[src/rtl/gam_consts.svh]
// Offsets, reset values, field positions and mode codes of the
// address mode configuration block. Included by the configuration module only.
`ifndef GAM_CONSTS_SVH
`define GAM_CONSTS_SVH
// ----------------------------------------
// Register offsets (byte addresses)
// ----------------------------------------
`define GAM_OFF_MODE 8'h08
`define GAM_OFF_PRIM 8'h0C
`define GAM_OFF_SEC 8'h10
`define GAM_OFF_MATCH 8'h14
// ----------------------------------------
// Reset values
// ----------------------------------------
`define GAM_MODE_RST 8'h30
`define GAM_PRIM_RST 8'h00
`define GAM_SEC_RST 8'h80
// ----------------------------------------
// Field positions
// ----------------------------------------
`define GAM_BIT_TDIS 6
`define GAM_BIT_LDIS 5
// ----------------------------------------
// Mode selector codes
// ----------------------------------------
`define GAM_CODE_NONE 8'h30
`define GAM_CODE_NORMAL 8'h31
`define GAM_CODE_EXT 8'h32
`define GAM_CODE_EXT_DUAL 8'h33
`define GAM_CODE_TALK_ONLY 8'hB0
`define GAM_CODE_LISTEN_ONLY 8'h70
`define GAM_CODE_TALK_LISTEN 8'hF0
// ----------------------------------------
// Bus answers
// ----------------------------------------
`define GAM_RESP_OKAY 2'b00
`define GAM_RESP_SLVERR 2'b10
`endif

[src/rtl/gam_pkg.sv]
// Types shared by the address mode configuration block.
// Assumes the constants header is on the include path.
package gam_pkg;
	typedef enum logic [2:0] {
		GAM_NONE,
		GAM_NORMAL,
		GAM_EXT,
		GAM_EXT_DUAL,
		GAM_TALK_ONLY,
		GAM_LISTEN_ONLY,
		GAM_TALK_LISTEN
	} gam_mode_t;
endpackage

[src/rtl/gam_addr_cmp.sv]
// One address comparator: five-bit station id against a command byte.
// Assumes the command byte is stable while its strobe is high.
`timescale 1ns/100ps
module gam_addr_cmp #(
	parameter int AW = 5
) (
	// Settings
	input wire logic allow,
	input wire logic disable_bit,
	input wire logic [AW-1:0] station_id,
	// Command
	input wire logic [7:0] cmd_byte,
	// Result
	output logic hit
);
	assign hit = allow && !disable_bit &&
		(cmd_byte[AW-1:0] == station_id);
endmodule // gam_addr_cmp

[src/rtl/gam_cfg.sv]
// Address mode configuration: AXI4-Lite registers and address matching.
// Assumes talk/listen command strobes synchronous to aclk.
//
// Summary of operation
// Write-only eight-bit mode selector at 0x08, reset 0x30 (no addressing).
// Software should set the mode before clearing the power-on hold.
// 0x31 normal/normal dual, 0x32 extended, 0x33 extended dual.
// 0x30 covers none and multiple addressing; no address recognition.
// 0xB0 talk only, 0x70 listen only, 0xF0 talk and listen.
// Write-only primary register at 0x0C: talk disable, listen disable, id.
// Talker disable set stops primary talk address comparison.
// Listener disable set stops primary listen address comparison.
// Primary id used in normal, extended and dual modes only.
// Second id is secondary address, or device two in normal dual; the code also matches it as device two in extended dual (0x33).
// Compare low five bits of received command when mode allows.
// Reset loads all three registers with reset values together.
`timescale 1ns/100ps
`include "gam_consts.svh"
module gam_cfg
	import gam_pkg::*;
#(
	parameter int AW = 5
) (
	// Clock and reset
	input wire logic aclk,
	input wire logic aresetn,
	// AXI4-Lite write address
	input wire logic [7:0] s_axi_awaddr,
	input wire logic s_axi_awvalid,
	output logic s_axi_awready,
	// AXI4-Lite write data
	input wire logic [31:0] s_axi_wdata,
	input wire logic [3:0] s_axi_wstrb,
	input wire logic s_axi_wvalid,
	output logic s_axi_wready,
	// AXI4-Lite write response
	output logic [1:0] s_axi_bresp,
	output logic s_axi_bvalid,
	input wire logic s_axi_bready,
	// AXI4-Lite read address
	input wire logic [7:0] s_axi_araddr,
	input wire logic s_axi_arvalid,
	output logic s_axi_arready,
	// AXI4-Lite read data
	output logic [31:0] s_axi_rdata,
	output logic [1:0] s_axi_rresp,
	output logic s_axi_rvalid,
	input wire logic s_axi_rready,
	// Received GPIB commands
	input wire logic [7:0] cmd_byte,
	input wire logic talk_cmd_stb,
	input wire logic listen_cmd_stb,
	// Settings to the bus engines
	output logic [2:0] mode_code,
	output logic talk_only,
	output logic listen_only,
	// Address match pulses
	output logic primary_talk_hit,
	output logic primary_listen_hit,
	output logic second_talk_hit,
	output logic second_listen_hit
);
	// ----------------------------------------
	// Registers
	// ----------------------------------------
	logic [7:0] mode_selector_reg, primary_station_reg;
	logic [7:0] secondary_station_reg, aw_addr;
	logic [3:0] match_seen;
	logic [31:0] w_data;
	logic dual_sel, aw_held, w_held, w_lane0, wr_fire;
	gam_mode_t mode, next_mode;
	logic prim_allow, sec_allow;
	logic [AW-1:0] first_station_id, second_station_id;
	logic pt_hit, pl_hit, st_hit, sl_hit;

	// ----------------------------------------
	// Mode decode
	// ----------------------------------------
	// Code 0x31 serves normal and normal dual alike; dual_sel splits them
	always_comb begin
		unique case (mode_selector_reg)
			`GAM_CODE_NORMAL: next_mode = GAM_NORMAL;
			`GAM_CODE_EXT: next_mode = GAM_EXT;
			`GAM_CODE_EXT_DUAL: next_mode = GAM_EXT_DUAL;
			`GAM_CODE_TALK_ONLY: next_mode = GAM_TALK_ONLY;
			`GAM_CODE_LISTEN_ONLY: next_mode = GAM_LISTEN_ONLY;
			`GAM_CODE_TALK_LISTEN: next_mode = GAM_TALK_LISTEN;
			default: next_mode = GAM_NONE;
		endcase
	end
	assign mode = next_mode;
	assign prim_allow = (mode == GAM_NORMAL) || (mode == GAM_EXT) ||
		(mode == GAM_EXT_DUAL);
	// Extended mode: second id is a secondary address, not matched here
	assign sec_allow = ((mode == GAM_NORMAL) && dual_sel) ||
		(mode == GAM_EXT_DUAL);
	assign first_station_id = primary_station_reg[AW-1:0];
	assign second_station_id = secondary_station_reg[AW-1:0];

	// ----------------------------------------
	// Comparators
	// ----------------------------------------
	gam_addr_cmp #(.AW(AW)) u_pt (.allow(prim_allow && talk_cmd_stb),
		.disable_bit(primary_station_reg[`GAM_BIT_TDIS]),
		.station_id(first_station_id), .cmd_byte(cmd_byte),
		.hit(pt_hit));
	gam_addr_cmp #(.AW(AW)) u_pl (.allow(prim_allow && listen_cmd_stb),
		.disable_bit(primary_station_reg[`GAM_BIT_LDIS]),
		.station_id(first_station_id), .cmd_byte(cmd_byte),
		.hit(pl_hit));
	gam_addr_cmp #(.AW(AW)) u_st (.allow(sec_allow && talk_cmd_stb),
		.disable_bit(secondary_station_reg[`GAM_BIT_TDIS]),
		.station_id(second_station_id), .cmd_byte(cmd_byte),
		.hit(st_hit));
	gam_addr_cmp #(.AW(AW)) u_sl (.allow(sec_allow && listen_cmd_stb),
		.disable_bit(secondary_station_reg[`GAM_BIT_LDIS]),
		.station_id(second_station_id), .cmd_byte(cmd_byte),
		.hit(sl_hit));

	// ----------------------------------------
	// Outputs
	// ----------------------------------------
	always_ff @(posedge aclk) begin
		if (!aresetn) begin
			primary_talk_hit <= 1'b0;
			primary_listen_hit <= 1'b0;
			second_talk_hit <= 1'b0;
			second_listen_hit <= 1'b0;
			mode_code <= 3'd0;
			talk_only <= 1'b0;
			listen_only <= 1'b0;
		end else begin
			primary_talk_hit <= pt_hit;
			primary_listen_hit <= pl_hit;
			second_talk_hit <= st_hit;
			second_listen_hit <= sl_hit;
			mode_code <= mode;
			talk_only <= (mode == GAM_TALK_ONLY) ||
				(mode == GAM_TALK_LISTEN);
			listen_only <= (mode == GAM_LISTEN_ONLY) ||
				(mode == GAM_TALK_LISTEN);
		end
	end

	// ----------------------------------------
	// AXI4-Lite write path
	// ----------------------------------------
	// Address and data are latched in either order; response follows both
	assign wr_fire = aw_held && w_held && !s_axi_bvalid;
	assign s_axi_awready = !aw_held && !s_axi_bvalid;
	assign s_axi_wready = !w_held && !s_axi_bvalid;

	always_ff @(posedge aclk) begin
		if (!aresetn) begin
			aw_held <= 1'b0;
			aw_addr <= 8'h00;
			w_held <= 1'b0;
			w_data <= 32'h0000_0000;
			w_lane0 <= 1'b0;
		end else begin
			if (s_axi_awvalid && s_axi_awready) begin
				aw_held <= 1'b1;
				aw_addr <= s_axi_awaddr;
			end else if (wr_fire) begin
				aw_held <= 1'b0;
			end
			if (s_axi_wvalid && s_axi_wready) begin
				w_held <= 1'b1;
				w_data <= s_axi_wdata;
				w_lane0 <= s_axi_wstrb[0];
			end else if (wr_fire) begin
				w_held <= 1'b0;
			end
		end
	end

	always_ff @(posedge aclk) begin
		if (!aresetn) begin
			mode_selector_reg <= `GAM_MODE_RST;
			primary_station_reg <= `GAM_PRIM_RST;
			secondary_station_reg <= `GAM_SEC_RST;
			dual_sel <= 1'b0;
		end else if (wr_fire && w_lane0) begin
			unique case (aw_addr)
				`GAM_OFF_MODE: mode_selector_reg <= w_data[7:0];
				// Bit 7 is held at zero whatever is written
				`GAM_OFF_PRIM: primary_station_reg <= {1'b0, w_data[6:0]};
				`GAM_OFF_SEC: begin
					secondary_station_reg <= w_data[7:0];
					dual_sel <= w_data[8];
				end
				default: begin
				end
			endcase
		end
	end

	always_ff @(posedge aclk) begin
		if (!aresetn) begin
			s_axi_bvalid <= 1'b0;
			s_axi_bresp <= `GAM_RESP_OKAY;
		end else if (wr_fire) begin
			s_axi_bvalid <= 1'b1;
			s_axi_bresp <= (aw_addr == `GAM_OFF_MODE ||
				aw_addr == `GAM_OFF_PRIM || aw_addr == `GAM_OFF_SEC) ?
				`GAM_RESP_OKAY : `GAM_RESP_SLVERR;
		end else if (s_axi_bready) begin
			s_axi_bvalid <= 1'b0;
		end
	end

	// ----------------------------------------
	// AXI4-Lite read path
	// ----------------------------------------
	// Write-only registers read as zero; only the match flags and decoded mode are visible
	assign s_axi_arready = !s_axi_rvalid;

	always_ff @(posedge aclk) begin
		if (!aresetn) begin
			match_seen <= 4'h0;
		end else begin
			// A new hit wins over the clearing read in the same cycle
			match_seen <= ((s_axi_arvalid && s_axi_arready &&
				s_axi_araddr == `GAM_OFF_MATCH) ? 4'h0 : match_seen) |
				{sl_hit, st_hit, pl_hit, pt_hit};
		end
	end

	always_ff @(posedge aclk) begin
		if (!aresetn) begin
			s_axi_rvalid <= 1'b0;
			s_axi_rdata <= 32'h0000_0000;
			s_axi_rresp <= `GAM_RESP_OKAY;
		end else if (s_axi_arvalid && s_axi_arready) begin
			s_axi_rvalid <= 1'b1;
			unique case (s_axi_araddr)
				`GAM_OFF_MATCH: begin
					s_axi_rdata <= {25'h0, mode, match_seen};
					s_axi_rresp <= `GAM_RESP_OKAY;
				end
				`GAM_OFF_MODE, `GAM_OFF_PRIM, `GAM_OFF_SEC: begin
					s_axi_rdata <= 32'h0000_0000;
					s_axi_rresp <= `GAM_RESP_OKAY;
				end
				default: begin
					s_axi_rdata <= 32'h0000_0000;
					s_axi_rresp <= `GAM_RESP_SLVERR;
				end
			endcase
		end else if (s_axi_rready) begin
			s_axi_rvalid <= 1'b0;
		end
	end

	// ----------------------------------------
	// Checks
	// ----------------------------------------
	a_reset_mode: assert property (@(posedge aclk)
		!aresetn |=> mode_selector_reg == `GAM_MODE_RST &&
		primary_station_reg == `GAM_PRIM_RST)
		else $error("mode or primary not at reset value");
	a_prim_bit7: assert property (@(posedge aclk) disable iff (!aresetn)
		primary_station_reg[7] == 1'b0)
		else $error("primary bit 7 set");
	a_talk_dis: assert property (@(posedge aclk) disable iff (!aresetn)
		primary_station_reg[`GAM_BIT_TDIS] && $stable(primary_station_reg)
		|=> !primary_talk_hit)
		else $error("talk hit while talker disabled");
	a_listen_dis: assert property (@(posedge aclk) disable iff (!aresetn)
		primary_station_reg[`GAM_BIT_LDIS] && $stable(primary_station_reg)
		|=> !primary_listen_hit)
		else $error("listen hit while listener disabled");
	a_talk_match: assert property (@(posedge aclk) disable iff (!aresetn)
		talk_cmd_stb && prim_allow && !primary_station_reg[`GAM_BIT_TDIS] &&
		cmd_byte[4:0] == primary_station_reg[4:0] |=> primary_talk_hit)
		else $error("talk match missed");
	a_none_quiet: assert property (@(posedge aclk) disable iff (!aresetn)
		mode_selector_reg == `GAM_CODE_NONE ##1
		mode_selector_reg == `GAM_CODE_NONE |-> !primary_talk_hit &&
		!primary_listen_hit && !second_talk_hit && !second_listen_hit)
		else $error("hit in no-address mode");
	a_only_modes: assert property (@(posedge aclk) disable iff (!aresetn)
		mode_selector_reg == `GAM_CODE_TALK_LISTEN |=> talk_only &&
		listen_only)
		else $error("talk and listen mode not shown");
	a_prim_unused: assert property (@(posedge aclk) disable iff (!aresetn)
		!prim_allow |=> !primary_talk_hit && !primary_listen_hit)
		else $error("primary used in wrong mode");
	a_ext_code: assert property (@(posedge aclk) disable iff (!aresetn)
		mode_selector_reg == `GAM_CODE_EXT |-> mode == GAM_EXT)
		else $error("extended code misdecoded");
	a_sec_ext: assert property (@(posedge aclk) disable iff (!aresetn)
		mode == GAM_EXT |=> !second_talk_hit && !second_listen_hit)
		else $error("second id matched in extended mode");
	c_write_mode: cover property (@(posedge aclk)
		wr_fire && aw_addr == `GAM_OFF_MODE);
	c_talk_hit: cover property (@(posedge aclk) primary_talk_hit);
	c_dual_hit: cover property (@(posedge aclk) second_listen_hit);
	c_read_match: cover property (@(posedge aclk)
		s_axi_rvalid && s_axi_rready);
endmodule // gam_cfg

[config.mk]
export PLATFORM = sky130hd
export DESIGN_NAME = gam_cfg
export DESIGN_NICKNAME = d
export VERILOG_FILES = /design/src/rtl/gam_pkg.sv /design/src/rtl/gam_addr_cmp.sv /design/src/rtl/gam_cfg.sv
export VERILOG_INCLUDE_DIRS = /design/src /design/src/rtl
export SDC_FILE = /design/constraint.sdc
export NUM_CORES = 1
export LEC_CHECK = 0
export ABC_AREA = 1
export ABC_CLOCK_PERIOD_IN_PS = 2200
export BUFFER_PORTS_ARGS = -buffer_cell sky130_fd_sc_hd__buf_2
export CAP_MARGIN = 5
export CORE_MARGIN = 3
export CORE_UTILIZATION = 40
export DETAILED_ROUTE_END_ITERATION = 8
export GPL_ROUTABILITY_DRIVEN = 0
export PLACE_DENSITY = 0.65
export SYNTH_ARGS = -nofsm -noshare
export SYNTH_HDL_FRONTEND = slang
export SYNTH_HIERARCHICAL = 1
export SYNTH_SLANG_ARGS = --single-unit
[constraint.sdc]
create_clock -name aclk -period 2.2 [get_ports aclk]
set_input_delay 0.33 -clock aclk [delete_from_list [all_inputs] [get_ports aclk]]
set_output_delay 0.33 -clock aclk [all_outputs]
set_load 0.005 [all_outputs]
* After elaboration in Yosys (flattened, before gate mapping)
Cells that the tools add are included.
Storage, ports and cells: register bits after elaboration 94, bits of input ports 69, output and inout bits 50, logic and storage cells 101
Operators by class: equality and inequality tests 21, muxes and demuxes 12, bitwise gates (word level) 1, reduce and logical (&&, ||, !) cells 45
Operators with widths (count):
- 8-bit by 4-bit == test with 1-bit output (second input constant) | 4
- 8-bit by 5-bit == test with 1-bit output (second input constant) | 3
- 8-bit by 6-bit == test with 1-bit output (second input constant) | 3
- 1-bit logical AND | 22
- 3-bit one-hot mux with 6 select lines | 1
- 8-bit == test (second input constant) | 2
- 5-bit == test | 2
- 3-bit == test (second input constant) | 3
- 8-bit by 7-bit == test with 1-bit output (second input constant) | 1
- 1-bit logical NOT | 8
- 2-bit nonzero test | 4
- 1-bit logical OR | 7
- 1-bit 2-to-1 mux | 7
- 7-bit 2-to-1 mux | 1
- 3-bit by 2-bit == test with 1-bit output (second input constant) | 2
- 2-bit AND reduction | 3
- 2-bit 2-to-1 mux | 2
- 4-bit 2-to-1 mux | 1
- 4-bit OR | 1
- 4-bit OR reduction | 1
- 3-bit by 1-bit == test with 1-bit output (second input constant) | 1

* Depth between registers and ports, before layout
Gate-level depths: netlist of the first run.
depth after elaboration 9, depth in mapped cells 12, gate-level depth less buffers 12

* Hierarchy
Netlist of the first run, hierarchy kept.
Modules (own cells, without submodules):
- gam_cfg | instances 1, cells each 378, area an instance 2865.2 um^2, sequential area each 1341.3 um^2
- gam_addr_cmp | instances 4, cells each 29, area an instance 115.1 um^2, sequential area each 0.0 um^2

* Least setup slack after synthesis of the first run
No wires, ideal clock.
path type register to register, from reg mode_selector_reg[5], to reg match_seen[3], library setup time 0.074 ns, data arrival time 1.397 ns, data required time 2.126 ns, path slack 0.729 ns, stages on the path, launching flop included 13, buffers on the path 0, period minus slack after synthesis 1.471 ns, cell sequence dfxtp_1 > nand2_1 > nor3_1 > o2111ai_1 > nor2_1 > inv_1 > nor2_1 > nand2_1 > nor2_1 > nand2_1 > nor2_2 > nand2_1 > o21ai_0
Between the ends: word-level cells in the longest chain between the ends 9, elaborated cells between the ends (all ways) 15, those cells by class eq/ne: 8; mux: 1; bitwise: 1; reduce/logical: 5
Ends and longest elaborated chain:
- start: declaration | RTL line gam_cfg.sv:66 | logic [7:0] mode_selector_reg, primary_station_reg;
- start signal: assignment | RTL line gam_cfg.sv:179 | mode_selector_reg <= `GAM_MODE_RST;
- start signal: assignment | RTL line gam_cfg.sv:185 | `GAM_OFF_MODE: mode_selector_reg <= w_data[7:0];
- 8-bit == test (tied with other cells) | RTL line gam_cfg.sv:81 | unique case (mode_selector_reg)
- 3-bit one-hot mux with 6 select lines (*) | RTL line gam_cfg.sv:81
- 3-bit by 1-bit == test with 1-bit output | RTL line gam_cfg.sv:95 | assign sec_allow = ((mode == GAM_NORMAL) && dual_sel) ||
- 1-bit logical AND | RTL line gam_cfg.sv:95
- 1-bit logical OR (*) | RTL line gam_cfg.sv:95
- 1-bit logical AND (*) | RTL line gam_cfg.sv:115 | gam_addr_cmp #(.AW(AW)) u_sl (.allow(sec_allow && listen_cmd_stb),
- 1-bit logical AND (*) (2 in series) | RTL line gam_addr_cmp.sv:16 | assign hit = allow && !disable_bit &&
- via sl_hit | RTL line gam_cfg.sv:74 | logic pt_hit, pl_hit, st_hit, sl_hit;
- 4-bit OR (*) | RTL line gam_cfg.sv:223 | match_seen <= ((s_axi_arvalid && s_axi_arready &&
- end signal: assignment | RTL line gam_cfg.sv:223
- end: declaration | RTL line gam_cfg.sv:68 | logic [3:0] match_seen;
The timed path passes the listed nets; every way through them passes the cells marked *. A chain may end at the register's enable or synchronous reset.

* Final worst setup path of the first run
from reg mode_selector_reg[5], to reg match_seen[2]
Between the ends: word-level cells in the longest chain between the ends 9, elaborated cells between the ends (all ways) 15, those cells by class eq/ne: 8; mux: 1; bitwise: 1; reduce/logical: 5
Ends and longest elaborated chain:
- 8-bit == test (tied with other cells) | RTL line gam_cfg.sv:81
- 3-bit one-hot mux with 6 select lines (*) | RTL line gam_cfg.sv:81
- 3-bit by 1-bit == test with 1-bit output | RTL line gam_cfg.sv:95
- 1-bit logical AND | RTL line gam_cfg.sv:95
- 1-bit logical OR (*) | RTL line gam_cfg.sv:95
- 1-bit logical AND (*) | RTL line gam_cfg.sv:111 | gam_addr_cmp #(.AW(AW)) u_st (.allow(sec_allow && talk_cmd_stb),
- 1-bit logical AND (*) (2 in series) | RTL line gam_addr_cmp.sv:16
- via st_hit | RTL line gam_cfg.sv:74
- 4-bit OR (*) | RTL line gam_cfg.sv:223
Marks and branches as above.

==> flow_metrics.tcl, run 1 <==
set metrics [dict create \
    p_seq_frac 0.497 \
    clk_latency_ps 340 \
    mostFrequentLayoutCell "nand2_1" \
    clk_pin_slew_ps 70 \
    drcViolationCount 0 \
    worstPathRequired_ps 2470 \
    p_comb_frac 0.103 \
    clockBufferDepth 2 \
    dr.pass1.iters 4 \
    yosys_register_bits 67 \
    yosys_warnings 6 \
    worst_slew_pin_slew_ps 517 \
    syn_inst 494 \
    yosys-top-cells-area "dfxtp_1 (40%), nand2_1 (13%), inv_1 (7.7%), buf_4 (6.8%), nor2_1 (6.8%)" \
    fp.dieH_microns 97.2 \
    fillCellCount 840 \
    fin_cells 660 \
    syn_area_sq_um 3330 \
    switching_share 0.250 \
    regArea_sq_um 1340 \
    io_buffer_count 62 \
    crit_chain "nand2_1 > nor3_1 > o2111ai_1 > nor2_1 > inv_1 > nor2_1 > nand2_1 > nor2_1 > nand2_1 > nor2_2 > nand2_1 > o21ai_0" \
    outcome "complete, no violations" \
    max_stage_delay_ps 340 \
    seq_area_frac_synth 0.403 \
    crit_fanout 4 \
    antenna_found_initial 0 \
    hold_viol_final 0 \
    largest_reg_flops 9 \
    max-slew-margin-rel 0.654 \
    postLayoutCoreUtil 0.481 \
    synthDistinctLibCells 24 \
    switching_power_w 0.000644 \
    core_sq_um 7890 \
    track_usage 0.155 \
    grt_pass1_vias 2711 \
    cts_buffers 9 \
    period_minus_slack_ps 1830 \
    rsz0062_at_grt "false" \
    cp-end-kind "flop" \
    cts_setup_buffers 0 \
    synth.avg_cell_area_sq_um 6.73 \
    cts_sinks 67 \
    hpwl_microns 5360 \
    holdCritPathClass "primary input to flop" \
    cts_root_buf "clkbuf_8" \
    p_per_area_nw_per_um2 678 \
    worstPathArrival_ps 2100 \
    p_int_w 0.00193 \
    dieArea_sq_um 9440 \
    ant_nets 0 \
    grt_max_degree 32 \
    p_leak_nw 1.81 \
    initial_core_util 0.422 \
    layout_common_cells "nand2_1 (114), inv_1 (68), dfxtp_1 (67)" \
    rows 32 \
    grt_pass1_wl_microns 12200 \
    cts_tree "done" \
    crit_slowest_cell "dfxtp_1" \
    grt_overflow 0 \
    max_freq_mhz 547 \
    drv_cap 0 \
    wire_per_inst_microns 10.8 \
    timing.final.crit_share 0.830 \
    multi_input_area_sq_um 1520 \
    synth_top_area_share 0.403 \
    drive_gt1_frac 0.172 \
    cp-start-kind "flop" \
    ir_drop_mv 0.458 \
    syn_to_final_growth_pct 14.0 \
    finalClockSkew_ps 8.96 \
    holdBufCountCts 0 \
    path_class "flop to flop" \
    routed_wl_microns 7110 \
    hold_slack_ps 232 \
    fin_tns_setup_ps 0 \
    dp.cells 644 \
    antennaDiodeCount 0 \
    h-tree-depth 3 \
    p_clk_frac 0.400 \
    vias 3010 \
    cts_resized 0 \
    final_max_slew_viol_count 0 \
    drtIter0Drc 98 \
    setup_viol 0 \
    die_w_microns 97.2 \
    crit_top_cell "nand2_1" \
    yosysTopAreaCell "dfxtp_1" \
    placed_area_sq_um 3590 \
    avgViaCountPerCell 4.56 \
    pin_count 119 \
    nets 622 \
    final_area_sq_um 3790 \
]
## critical path: cells and delay by family (launching register included)
family          cells  cell delay, ps
simple gates        9            1060
flops               1             340
compound gates      2             310
buf+inv             1              50
## metrics by stage
step / power [W] / setup WS [ps]
2_1_floorplan: 0.00152 / 729
4_1_cts: 0.00260 / 394
5_1_grt: 0.00272 / 124
3_5_place_dp: 0.00157 / 409
6_report: 0.00257 / 373
3_3_place_gp: 0.00156 / 447
## layout make-up
type,count,share of cell area
timing repair buffer,66,0.0897
clock inverter,4,0.0129
tap,102,0.0337
clock buffer,12,0.0409
inverter,69,0.0683
multi-input combinational,340,0.401
sequential,67,0.354
## worst paths after layout
path	depth (start not counted)	startpoint	to	slack, ps
worst max-delay path	12	mode_selector_reg[5]	match_seen[2]	370
worst min register to register	2	mode_selector_reg[3]	mode_selector_reg[3]	460
worst max register to register	12	mode_selector_reg[5]	match_seen[2]	370
worst min-delay path	4	s_axi_bready	s_axi_bvalid	230
## cell usage after synthesis (all sizes together)
cell	instances
o211ai	4
clkbuf	6
buf	38
o21ai	30
and2	1
a21oi	42
nor2	71
inv	69
nand3	42
conb	1
nor3	4
nand4	2
or2	1
nand2	115
o2111ai	1
dfxtp	67
## logic make-up after synthesis
group,count (synthesis),share of synthesized area
other,1,0.00113
buffers and inverters,113,0.169
AOI/OAI and AO/OA,77,0.120
and+or+nand+nor,236,0.307
DFF,67,0.403
## metal layers
metal | global-route usage | part of all wire
met1 | 0.198 | 0.47
met2 | 0.251 | 0.48
met3 | 0.0495 | 0.047
met4 | 0.0454 | 0.010
met5 | 0 | 0
## power by group through the flow
stage | Clock, W | Sequential (W) | Combinational, W
after CTS | 0.00106 | 0.00128 | 0.000267
after global placement | 0 | 0.00130 | 0.000260
final | 0.00103 | 0.00128 | 0.000266
after floorplan | 0 | 0.00130 | 0.000218
after detailed placement | 0 | 0.00130 | 0.000267
after global routing | 0.00113 | 0.00128 | 0.000309
Power figures use the tool's default switching activity.
==> run 2: changes to the inputs <==
ABC_CLOCK_PERIOD_IN_PS = 1850   (was 2200)
clock period = 1.85 ns   (was 2.2 ns; I/O delays follow)
==> flow_metrics.tcl, run 2 (synthesis gave the netlist of run 1 again) <==
set metrics [dict create \
    io_buffer_count 62 \
    timing.final.crit_share 0.886 \
    outcome "complete, no violations" \
    hold_viol_final 0 \
    cts_sinks 67 \
    hold_slack_ps 182 \
    setup_viol 0 \
    ant_nets 0 \
    p_per_area_nw_per_um2 782 \
    dr.pass1.iters 5 \
    final_max_slew_viol_count 0 \
    cts_buffers 9 \
    rrSetupSlack_ps 210 \
    cts_tree "done" \
    clk_latency_ps 340 \
    h-tree-depth 3 \
    crit_fanout 3 \
    cp-start-kind "flop" \
    track_usage 0.152 \
    max_freq_mhz 610 \
    mostFrequentLayoutCell "nand2_1" \
    initial_core_util 0.422 \
    syn_to_final_growth_pct 14.9 \
    grt_overflow 0 \
    p_leak_nw 1.81 \
    period_minus_slack_ps 1640 \
    routed_wl_microns 7150 \
    clockBufferDepth 2 \
    avgViaCountPerCell 4.62 \
    max-slew-margin-rel 0.639 \
    total_power_w 0.00299 \
    pin_count 119 \
    grt_pass1_wl_microns 12100 \
    ir_drop_mv 0.449 \
    drive_gt1_frac 0.174 \
    hpwl_microns 5380 \
    nets 623 \
    wire_per_inst_microns 10.8 \
    worstPathRequired_ps 2120 \
    largest_reg_flops 9 \
    drv_cap 0 \
    grt_max_degree 38 \
    holdCritPathClass "primary input to flop" \
    vias 3046 \
    cts_setup_buffers 0 \
    layout_common_cells "nand2_1 (114), inv_1 (68), dfxtp_1 (67)" \
    worstPathArrival_ps 1910 \
    rows 32 \
    drtIter0Drc 105 \
    grt_pass1_vias 2686 \
    dieArea_sq_um 9440 \
    cp-end-kind "flop" \
    cts_root_buf "clkbuf_8" \
    rsz0062_at_grt "false" \
    antenna_found_initial 0 \
    antennaDiodeCount 0 \
    clk_pin_slew_ps 70 \
    path_class "flop to flop" \
    drcViolationCount 0 \
    core_sq_um 7890 \
    fp.dieH_microns 97.2 \
    fin_tns_setup_ps 0 \
    finalClockSkew_ps 12.3 \
    worst_slew_pin_slew_ps 540 \
    die_w_microns 97.2 \
]
## run 2: changes by cell type in the layout (fill, tap and decap cells not counted), sizes merged
cell,change
clkbuf,-1
buf,+1
## run 2: report_power, final
| group | switching (W) | leakage, nW | total [W] | internal (W) |
|---|---|---|---|---|
| clock | 0.000528 | 0.0934 | 0.00115 | 0.000618 |
| combinational | 0.000209 | 1.17 | 0.000322 | 0.000113 |
| sequential | 0.0000286 | 0.545 | 0.00152 | 0.00149 |
| total | 0.000766 | 1.81 | 0.00299 | 0.00222 |
## run 2: repair_timing
action,4_1_cts,5_1_grt
hold buffers,0,0
setup endpoints to repair,0,8
gates resized for setup,0,3
## run 2: final timing paths
check                           cells after the start            startpoint             end
worst min-delay path                                3       s_axi_awaddr[7]      aw_addr[7]
worst min register to register                      2        s_axi_rresp[1]  s_axi_rresp[1]
worst max-delay path                               12  mode_selector_reg[5]   match_seen[3]
worst max register to register                     12  mode_selector_reg[5]   match_seen[3]
## run 2: area by class of cell
type	count	area [sq um]
clock inverter	4	52.6
multi-input combinational	340	1540
fill	836	4070
clock buffer	11	131
inverter	69	259
tap	102	128
timing repair buffer	67	373
sequential	67	1340
## run 2: stage by stage
step / setup WS (ps) / area (sq um) / std cells / util
floorplan: 379 / 3420 / 520 / -
global placement: 184 / 3620 / 645 / 0.459
detailed placement: 122 / 3620 / 645 / 0.459
CTS: 102 / 3800 / 660 / 0.482
global route: 11.9 / 3820 / 660 / 0.484
finish: 211 / 3820 / 660 / 0.484
## run 2: worst max-delay path: stages (launching register included)
cell       delay, ps
dfxtp_1          340
nand2_1          130
nor3_4           180
o2111ai_1        170
nor2_1           120
inv_1             40
nor2_1           120
nand2_1           70
nor2_1            90
nand2_1           70
nor2_2            90
nand2_1           70
o21ai_0           70
## run 2: metal layers
layer  vias up  GRT usage  wire length (microns)
li1       1604          -                      -
met1      1362      0.194                   3240
met2        76      0.249                   3400
met3         4     0.0467                    465
met4         0     0.0389                     47
met5         -          0                      0
